### src/verilog/ccu_pkg.sv
package ccu_pkg;

  // register map, one byte per address
  localparam logic [3:0] ADDR_CTRL = 4'h0;
  localparam logic [3:0] ADDR_VAL_LO = 4'h1;
  localparam logic [3:0] ADDR_VAL_HI = 4'h2;
  localparam logic [3:0] ADDR_TB_SEL = 4'h3;
  localparam logic [3:0] ADDR_TB_SRC = 4'h4;
  localparam logic [3:0] ADDR_TB_ON = 4'h5;
  localparam logic [3:0] ADDR_STATUS = 4'h6;
  localparam logic [3:0] ADDR_MASK = 4'h7;
  localparam logic [3:0] ADDR_CNT_BASE = 4'h8;

  localparam int unsigned NUM_TB = 3;
  localparam int unsigned TB_W = 16;
  localparam logic [3:0] CNT_SPAN = 4'h6;

  // unit_mode_field codes
  localparam logic [3:0] MODE_OFF = 4'h0;
  localparam logic [3:0] MODE_CMP_TOG = 4'h2;
  localparam logic [3:0] MODE_CAP_FALL = 4'h4;
  localparam logic [3:0] MODE_CAP_RISE = 4'h5;
  localparam logic [3:0] MODE_CAP_4 = 4'h6;
  localparam logic [3:0] MODE_CAP_16 = 4'h7;
  localparam logic [3:0] MODE_CMP_SET = 4'h8;
  localparam logic [3:0] MODE_CMP_CLR = 4'h9;
  localparam logic [3:0] MODE_CMP_SWI = 4'hA;
  localparam logic [3:0] MODE_CMP_SEV = 4'hB;
  localparam logic [1:0] MODE_CAP_GRP = 2'h1;

  // timebase clock sources
  localparam logic [1:0] SRC_SYS = 2'h0;
  localparam logic [1:0] SRC_INSTR = 2'h1;
  localparam logic [1:0] SRC_SOSC = 2'h2;
  localparam logic [1:0] SRC_EXT = 2'h3;

  // field layout
  localparam int unsigned CTRL_IMPL_W = 6;
  localparam int unsigned MODE_LSB = 0;
  localparam int unsigned DUTY_LSB = 4;

  // reset values
  localparam logic [5:0] CTRL_RST = 6'h00;
  localparam logic [5:0] TB_SRC_RST = 6'h00;
  localparam logic [2:0] TB_ON_RST = 3'h0;
  localparam logic [1:0] TB_SEL_RST = 2'h0;
  localparam logic [15:0] VAL_RST = 16'h0000;

  // timing
  localparam int unsigned INSTR_DIV = 4;
  localparam logic [1:0] INSTR_LAST = 2'(INSTR_DIV - 1);
  localparam logic [3:0] PRE4_LAST = 4'h3;
  localparam logic [3:0] PRE16_LAST = 4'hF;

endpackage : ccu_pkg

### src/verilog/ccu_top.sv
//////////////////////////////////////////////////////////////////////////////
// Contract
// - each timebase counts from system clock, clock/4, secondary oscillator or external pin.
// - timebases on system or instruction clock hold while asleep.
// - a held timebase resumes from its held value on wake, never reloaded.
// - capture keeps working in sleep when the timebase runs from an external source.
// - the unit picks one of three 16-bit timebases through the timebase select register.
// - in compare mode the value pair is matched against the count at every count update.
// - on a match the mode field chooses toggle, set, clear, special event or interrupt only.
// - the match event flag is set in the same cycle the pin action is taken.
// - every compare mode raises the interrupt through the flag and its enable.
// - unimplemented control bits, such as the bridge output field, read zero.
// - capture events are falling, rising, the 4th rising edge and every 16th after it, or every 16th rising edge.
// - a capture copies the 16-bit count into the value pair and sets the flag.
// - a later capture overwrites an unread captured value.
// - the edge prescaler clears on reset, when off and whenever not capturing.
module ccu_top (
  input wire logic clk,
  input wire logic rst,
  input wire logic [3:0] addr,
  input wire logic [7:0] wr_data,
  input wire logic wr_en,
  input wire logic rd_en,
  output logic [7:0] rd_data,
  input wire logic sleep_mode,
  input wire logic unit_pin_in,
  input wire logic sosc_in,
  input wire logic ext_clk_in,
  output logic unit_pin_out,
  output logic unit_pin_oe_n,
  output logic special_event,
  output logic irq
);

  //////////////////////////////////////////////////////////////////////////
  // input synchronisers
  logic [1:0] pin_sync_r;
  logic [1:0] sosc_sync_r;
  logic [1:0] ext_sync_r;
  logic pin_d_r;
  logic sosc_d_r;
  logic ext_d_r;

  always_ff @(posedge clk or posedge rst) begin
    if (rst) begin
      pin_sync_r <= 2'h0;
      sosc_sync_r <= 2'h0;
      ext_sync_r <= 2'h0;
      pin_d_r <= 1'b0;
      sosc_d_r <= 1'b0;
      ext_d_r <= 1'b0;
    end else begin
      pin_sync_r <= {pin_sync_r[0], unit_pin_in};
      sosc_sync_r <= {sosc_sync_r[0], sosc_in};
      ext_sync_r <= {ext_sync_r[0], ext_clk_in};
      pin_d_r <= pin_sync_r[1];
      sosc_d_r <= sosc_sync_r[1];
      ext_d_r <= ext_sync_r[1];
    end
  end

  wire pin_rise = pin_sync_r[1] & ~pin_d_r;
  wire pin_fall = ~pin_sync_r[1] & pin_d_r;
  wire sosc_rise = sosc_sync_r[1] & ~sosc_d_r;
  wire ext_rise = ext_sync_r[1] & ~ext_d_r;

  //////////////////////////////////////////////////////////////////////////
  // software registers
  logic [5:0] ctl_r;
  logic [15:0] val_r;
  logic [1:0] tb_sel_r;
  logic [5:0] tb_src_r;
  logic [2:0] tb_on_r;
  logic flag_r;
  logic mask_r;

  wire wr_ctl = wr_en & (addr == ccu_pkg::ADDR_CTRL);
  wire wr_lo = wr_en & (addr == ccu_pkg::ADDR_VAL_LO);
  wire wr_hi = wr_en & (addr == ccu_pkg::ADDR_VAL_HI);
  wire wr_sel = wr_en & (addr == ccu_pkg::ADDR_TB_SEL);
  wire wr_src = wr_en & (addr == ccu_pkg::ADDR_TB_SRC);
  wire wr_on = wr_en & (addr == ccu_pkg::ADDR_TB_ON);
  wire wr_mask = wr_en & (addr == ccu_pkg::ADDR_MASK);
  wire rd_status = rd_en & (addr == ccu_pkg::ADDR_STATUS);

  wire [3:0] mode = ctl_r[ccu_pkg::MODE_LSB +: 4];
  wire is_off = (mode == ccu_pkg::MODE_OFF);
  wire is_cap = (mode[3:2] == ccu_pkg::MODE_CAP_GRP);
  wire is_pin_cmp = (mode == ccu_pkg::MODE_CMP_TOG) | (mode == ccu_pkg::MODE_CMP_SET)
                  | (mode == ccu_pkg::MODE_CMP_CLR);
  wire is_cmp = is_pin_cmp | (mode == ccu_pkg::MODE_CMP_SWI)
              | (mode == ccu_pkg::MODE_CMP_SEV);

  //////////////////////////////////////////////////////////////////////////
  // timebases
  logic [1:0] div_r;
  logic [15:0] cnt_r [ccu_pkg::NUM_TB];
  logic [2:0] sev_pend_r;
  logic [2:0] tick;
  logic [2:0] sev_set;

  wire [1:0] div_nxt = sleep_mode ? div_r : div_r + 2'h1;
  wire instr_tick = ~sleep_mode & (div_r == ccu_pkg::INSTR_LAST);

  always_ff @(posedge clk or posedge rst) begin
    if (rst) begin
      div_r <= 2'h0;
    end else begin
      div_r <= div_nxt;
    end
  end

  genvar g;
  generate
    for (g = 0; g < ccu_pkg::NUM_TB; g++) begin : g_tb
      wire [1:0] src = tb_src_r[2*g +: 2];
      wire src_tick = (src == ccu_pkg::SRC_SYS) ? ~sleep_mode :
                      (src == ccu_pkg::SRC_INSTR) ? instr_tick :
                      (src == ccu_pkg::SRC_SOSC) ? sosc_rise : ext_rise;
      assign tick[g] = tb_on_r[g] & src_tick;
      wire pend_nxt = (sev_pend_r[g] & ~tick[g]) | sev_set[g];

      always_ff @(posedge clk or posedge rst) begin
        if (rst) begin
          cnt_r[g] <= 16'h0000;
          sev_pend_r[g] <= 1'b0;
        end else begin
          // held value simply stays, so counting resumes from it
          if (tick[g]) begin
            cnt_r[g] <= sev_pend_r[g] ? 16'h0000 : cnt_r[g] + 16'h0001;
          end
          sev_pend_r[g] <= pend_nxt;
        end
      end
    end
  endgenerate

  //////////////////////////////////////////////////////////////////////////
  // timebase selection
  wire [1:0] tb_idx = (tb_sel_r == 2'h3) ? 2'h0 : tb_sel_r;
  wire [15:0] sel_cnt = cnt_r[tb_idx];
  wire sel_tick = tick[tb_idx];
  logic upd_r;

  //////////////////////////////////////////////////////////////////////////
  // capture
  logic [3:0] pre_r;

  wire pre_last4 = (pre_r == ccu_pkg::PRE4_LAST);
  wire pre_last16 = (pre_r == ccu_pkg::PRE16_LAST);
  wire [3:0] pre_nxt = !is_cap ? 4'h0 :
                       pin_rise ? pre_r + 4'h1 : pre_r;
  wire cap_evt = (mode == ccu_pkg::MODE_CAP_FALL) ? pin_fall :
                 (mode == ccu_pkg::MODE_CAP_RISE) ? pin_rise :
                 (mode == ccu_pkg::MODE_CAP_4) ? pin_rise & pre_last4 :
                 (mode == ccu_pkg::MODE_CAP_16) ? pin_rise & pre_last16 : 1'b0;

  always_ff @(posedge clk or posedge rst) begin
    if (rst) begin
      pre_r <= 4'h0;
    end else begin
      pre_r <= pre_nxt;
    end
  end

  //////////////////////////////////////////////////////////////////////////
  // compare
  wire match = is_cmp & upd_r & (sel_cnt == val_r);
  wire sev_match = match & (mode == ccu_pkg::MODE_CMP_SEV);
  assign sev_set = {2'h0, sev_match} << tb_idx;

  logic pin_r;
  logic sev_r;

  wire pin_nxt = is_off ? 1'b0 :
                 !match ? pin_r :
                 (mode == ccu_pkg::MODE_CMP_TOG) ? ~pin_r :
                 (mode == ccu_pkg::MODE_CMP_SET) ? 1'b1 :
                 (mode == ccu_pkg::MODE_CMP_CLR) ? 1'b0 : pin_r;

  always_ff @(posedge clk or posedge rst) begin
    if (rst) begin
      upd_r <= 1'b0;
      pin_r <= 1'b0;
      sev_r <= 1'b0;
    end else begin
      upd_r <= sel_tick;
      pin_r <= pin_nxt;
      sev_r <= sev_match;
    end
  end

  assign unit_pin_out = pin_r;
  assign unit_pin_oe_n = ~is_pin_cmp;
  assign special_event = sev_r;

  //////////////////////////////////////////////////////////////////////////
  // value pair, flag, configuration
  wire set_evt = cap_evt | match;
  wire flag_nxt = set_evt | (flag_r & ~rd_status);
  wire [15:0] val_wr = {wr_hi ? wr_data : val_r[15:8], wr_lo ? wr_data : val_r[7:0]};
  wire [15:0] val_nxt = cap_evt ? sel_cnt : val_wr;

  always_ff @(posedge clk or posedge rst) begin
    if (rst) begin
      ctl_r <= ccu_pkg::CTRL_RST;
      val_r <= ccu_pkg::VAL_RST;
      tb_sel_r <= ccu_pkg::TB_SEL_RST;
      tb_src_r <= ccu_pkg::TB_SRC_RST;
      tb_on_r <= ccu_pkg::TB_ON_RST;
      flag_r <= 1'b0;
      mask_r <= 1'b0;
    end else begin
      if (wr_ctl) ctl_r <= wr_data[5:0];
      if (wr_sel) tb_sel_r <= wr_data[1:0];
      if (wr_src) tb_src_r <= wr_data[5:0];
      if (wr_on) tb_on_r <= wr_data[2:0];
      if (wr_mask) mask_r <= wr_data[0];
      val_r <= val_nxt;
      flag_r <= flag_nxt;
    end
  end

  assign irq = flag_r & mask_r;

  //////////////////////////////////////////////////////////////////////////
  // read path
  wire [3:0] cnt_off = addr - ccu_pkg::ADDR_CNT_BASE;
  wire cnt_hit = (addr >= ccu_pkg::ADDR_CNT_BASE) & (cnt_off < ccu_pkg::CNT_SPAN);
  wire [1:0] cnt_idx = cnt_hit ? cnt_off[2:1] : 2'h0;
  wire [15:0] cnt_rd = cnt_r[cnt_idx];
  wire [7:0] cnt_byte = cnt_off[0] ? cnt_rd[15:8] : cnt_rd[7:0];

  wire [7:0] rd_mux =
    (addr == ccu_pkg::ADDR_CTRL) ? {2'h0, ctl_r} :
    (addr == ccu_pkg::ADDR_VAL_LO) ? val_r[7:0] :
    (addr == ccu_pkg::ADDR_VAL_HI) ? val_r[15:8] :
    (addr == ccu_pkg::ADDR_TB_SEL) ? {6'h00, tb_sel_r} :
    (addr == ccu_pkg::ADDR_TB_SRC) ? {2'h0, tb_src_r} :
    (addr == ccu_pkg::ADDR_TB_ON) ? {5'h00, tb_on_r} :
    (addr == ccu_pkg::ADDR_STATUS) ? {7'h00, flag_r} :
    (addr == ccu_pkg::ADDR_MASK) ? {7'h00, mask_r} :
    cnt_hit ? cnt_byte : 8'h00;

  logic [7:0] rd_r;

  always_ff @(posedge clk or posedge rst) begin
    if (rst) begin
      rd_r <= 8'h00;
    end else begin
      rd_r <= rd_en ? rd_mux : 8'h00;
    end
  end

  assign rd_data = rd_r;

  wire [1:0] src0 = tb_src_r[1:0];
endmodule : ccu_top

### config.mk
export PLATFORM = sky130hd
export DESIGN_NAME = ccu_top
export DESIGN_NICKNAME = d
export VERILOG_FILES = /design/src/verilog/ccu_pkg.sv /design/src/verilog/ccu_top.sv
export SDC_FILE = /design/constraint.sdc
export NUM_CORES = 1
export LEC_CHECK = 0
export ABC_CLOCK_PERIOD_IN_PS = 4000
export BUFFER_PORTS_ARGS = -buffer_cell sky130_fd_sc_hd__buf_2
export CAP_MARGIN = 20
export CORE_AREA = 2 2 101 128
export CTS_CLUSTER_SIZE = 25
export DETAILED_ROUTE_END_ITERATION = 12
export DIE_AREA = 0 0 103 130
export PLACE_DENSITY = 0.71
export RECOVER_POWER = 25
export SLEW_MARGIN = 10
export SYNTH_ARGS = -nofsm -noshare
export SYNTH_HDL_FRONTEND = slang
export SYNTH_SLANG_ARGS = --single-unit
### constraint.sdc
create_clock -name clk -period 4 [get_ports clk]
set_clock_uncertainty 0.15 [all_clocks]
set_input_delay 0.2 -clock clk [delete_from_list [all_inputs] [get_ports clk]]
set_output_delay 0.2 -clock clk [all_outputs]
set_load 0.01 [all_outputs]
==> run summary <==
status -> complete, but fails checks
failing checks -> capacitance limit, slew limit
Worst Setup End Kind -> register
Hold Crit Class -> in2reg
CP Cell Sequence -> buf_4, nand2b_1, o221ai_1, xnor2_1, or4_4, nor4_4, nand4_2, o21ai_1
Root Driver -> clkbuf_16
Clock transition at path regs -> 0.08 ns
I/O pin total -> 32
area leader, netlist -> dfrtp_1
Yosys cell types -> 59
post-cts resize count -> 0
Max rail drop VDD -> 0.0002703 V
final hold vios -> 0
Critical path buffers and inverters -> 1
number of detailed-route iterations in the first pass -> 6
first-pass GRT wire length -> 28920 um
Num CTS Buffers -> 9
post-synthesis sequential area ratio -> 42.78%
routed vias -> 5596
slowest stage cell on the critical path -> or4_4
post-DR wirelength/cell -> 20.98 um
yosys warns -> 0
die area -> 13390 um^2
CP top delay family -> simple AND/OR/NAND/NOR gates
Fillers -> 1105
routed wire length -> 18710 um
Congestion Overflow GR -> 0
Mapped Avg Cell Area -> 9.440 um^2
fin crit period -> 2.938 ns
Slew HR -> -2.925%
Max Root-Sink Buffers -> 2
worst-skew pair later-pin latency -> 0.37 ns
drc violations -> 0
Diodes inserted -> 0
Core Rows -> 46
power after layout -> 0.003638 W
Post CTS Setup Buffer Count -> 0
P&R area growth vs syn -> 10.16%
sequential cell area -> 2803 um^2
share of the synthesized area in the top cell type -> 42.78%
startpoint types -> register
Async SR Flop Fraction -> 100.0%
Starting Density -> 53.19%
vias in the first global route -> 5301
placed wire-length estimate -> 13920 um
hold buffers post-CTS -> 7
worst-margin pin slew -> 1.535 ns
layout cells sized above 1 -> 13.54%
ys flop type -> dfrtp_1
Fin Setup TNS -> 0 ns
CP max FO -> 28
I/O Buffers -> 31
Pwr Density -> 504.0 nW/um^2
die extent in x -> 103 um
top post-synthesis cells by area -> dfrtp_1 (43%), mux2i_1 (7.6%), o21ai_0 (5.2%), mux2_2 (5.2%), nor2_1 (4.0%)
total track usage -> 28.93%
most common cell in the netlist -> dfrtp_1
Post-Syn Nets -> 719
via/cell ratio -> 6.274
Max-Cap Viols -> 1
Multi-input gate area -> 3557 um^2
Initial DRC Count -> 441
fin crit share -> 73.45%
core area -> 12320 um^2
H-tree depth -> 3
endpoints failing setup -> 0
initial antenna violation count -> 0
Leak -> 3.201 nW
# clock sinks -> 112
pin count of the biggest net entering global routing -> 43
most instantiated cells after synthesis -> dfrtp_1 (112), nor2_1 (70), o21ai_0 (68), mux2i_1 (50), nand2_1 (38)
Die H -> 130 um
Placer Congestion -> 0.9810
worst path required time -> 4.14 ns
Post-synth EDFFs -> 0
CTS tree -> built
synthesized area -> 6551 um^2
Largest stage delay, worst path -> 0.44 ns
FF+latch count, synth -> 112
Slew Limit Fails -> 36
Cells after Synth -> 694
Final nets -> 745
Max Freq -> 340.4 MHz
antenna viol nets, final -> 0
Critical Setup Path Class -> reg2reg
crit path DAT -> 3.08 ns
flop2flop setup slack -> 1.06 ns
RSZ-0062 raised after global routing -> no
## routing by layer
metal / part of all wire [%] / GRT usage [%] / vias up
met1: 41 / 35.96 / 2749
met5: 0 / 0 / -
met4: 6.4 / 19.74 / 0
met2: 48 / 46.64 / 220
met3: 5.0 / 3.589 / 66
li1: - / - / 2561
## logic make-up (layout without fill, tap and decap cells)
family,after synthesis,after routing,synth area share [%]
XOR/XNOR,35,35,4.794
flip-flops,112,112,42.78
AO/OA/AOI/OAI,177,177,16.73
adder cells (fa/ha/maj),5,5,0.9549
multiplexers,81,81,13.14
AND/OR/NAND/NOR,235,235,18.64
buffers and inverters,49,79,2.960
## power breakdown
part / total, W / internal [W] / switching [W]
Combinational: 0.00106 / 0.000486 / 0.000571
Sequential: 0.00164 / 0.00133 / 0.000315
Clock: 0.000938 / 0.000505 / 0.000433
## worst reg2reg max path: cells and delay by family (launching register included)
family	cells	cell delay (ns)
AND/OR/NAND/NOR	4	1.37
AO/OA/AOI/OAI	2	0.53
flip-flops	1	0.39
buffers and inverters	1	0.32
XOR/XNOR	1	0.10
## area by class of cell
type                            instances  area share, %
Clock buffer                           10          3.311
Clock inverter                          5         0.9015
Inverter                               17         0.9015
Multi-Input combinational cell        533          49.29
Sequential cell                       112          38.83
Tap cell                              168          2.913
Timing Repair Buffer                   47          3.849
## stage by stage
step | cell area, um^2 | hold WS (ns) | utilization [%] | setup slack (ns) | std cells
detailed placement | 6859 | 0.08477 | 55.69 | 1.104 | 870
global placement | 6859 | 0.07630 | 55.69 | 1.201 | 870
CTS | 7233 | 0.01715 | 58.73 | 1.096 | 892
global route | 7217 | 0.01983 | 58.59 | 0.8321 | 892
floorplan | 6551 | 0.08143 | - | 0.6910 | 694
finish | 7217 | 0.02987 | 58.59 | 1.062 | 892
## final timing paths
kind / endpoint / from / cells past startpoint
max in group asynchronous: cnt_r[25]$_DFFE_PP0P_ / rst / 4
worst max register to register: sev_pend_r[0]$_DFF_PP0_ / tb_sel_r[1]$_DFFE_PP0P_ / 8
worst min register to register: sosc_sync_r[1]$_DFF_PP0_ / sosc_sync_r[0]$_DFF_PP0_ / 0
worst min-delay path: ctl_r[4]$_DFFE_PP0P_ / wr_data[4] / 2
worst max-delay path: sev_pend_r[0]$_DFF_PP0_ / tb_sel_r[1]$_DFFE_PP0P_ / 8
min in group asynchronous: cnt_r[3]$_DFFE_PP0P_ / rst / 3
## state kept, by name, summed over array words and instances, names as in the netlist, 2 cells and up
| name | cells |
|---|---|
| tb_src_r | 6 |
| pre_r | 4 |
| sosc_sync_r | 2 |
| tb_on_r | 3 |
| tb_sel_r | 2 |
| ctl_r | 6 |
| pin_sync_r | 2 |
| cnt_r | 48 |
| val_r | 16 |
| ext_sync_r | 2 |
| sev_pend_r | 3 |
| rd_data | 8 |
| div_r | 2 |
## cell usage in the layout (no fill, tap or decap), drive strengths merged, types with 7 or more instances in the layout
cell type / n
nor2b: 7
mux2i: 50
nand2b: 29
nand4: 9
mux2: 30
o21ai: 73
o221ai: 7
nand2: 38
a21oi: 37
xnor2: 20
dfrtp: 112
nand3: 27
o22ai: 8
inv: 17
dlygate4sd3: 7
nor3: 10
nor2: 70
clkbuf: 22
buf: 28
and3: 17
or3b: 13
xor2: 15
Note: power is estimated with default switching activity, not from simulation.
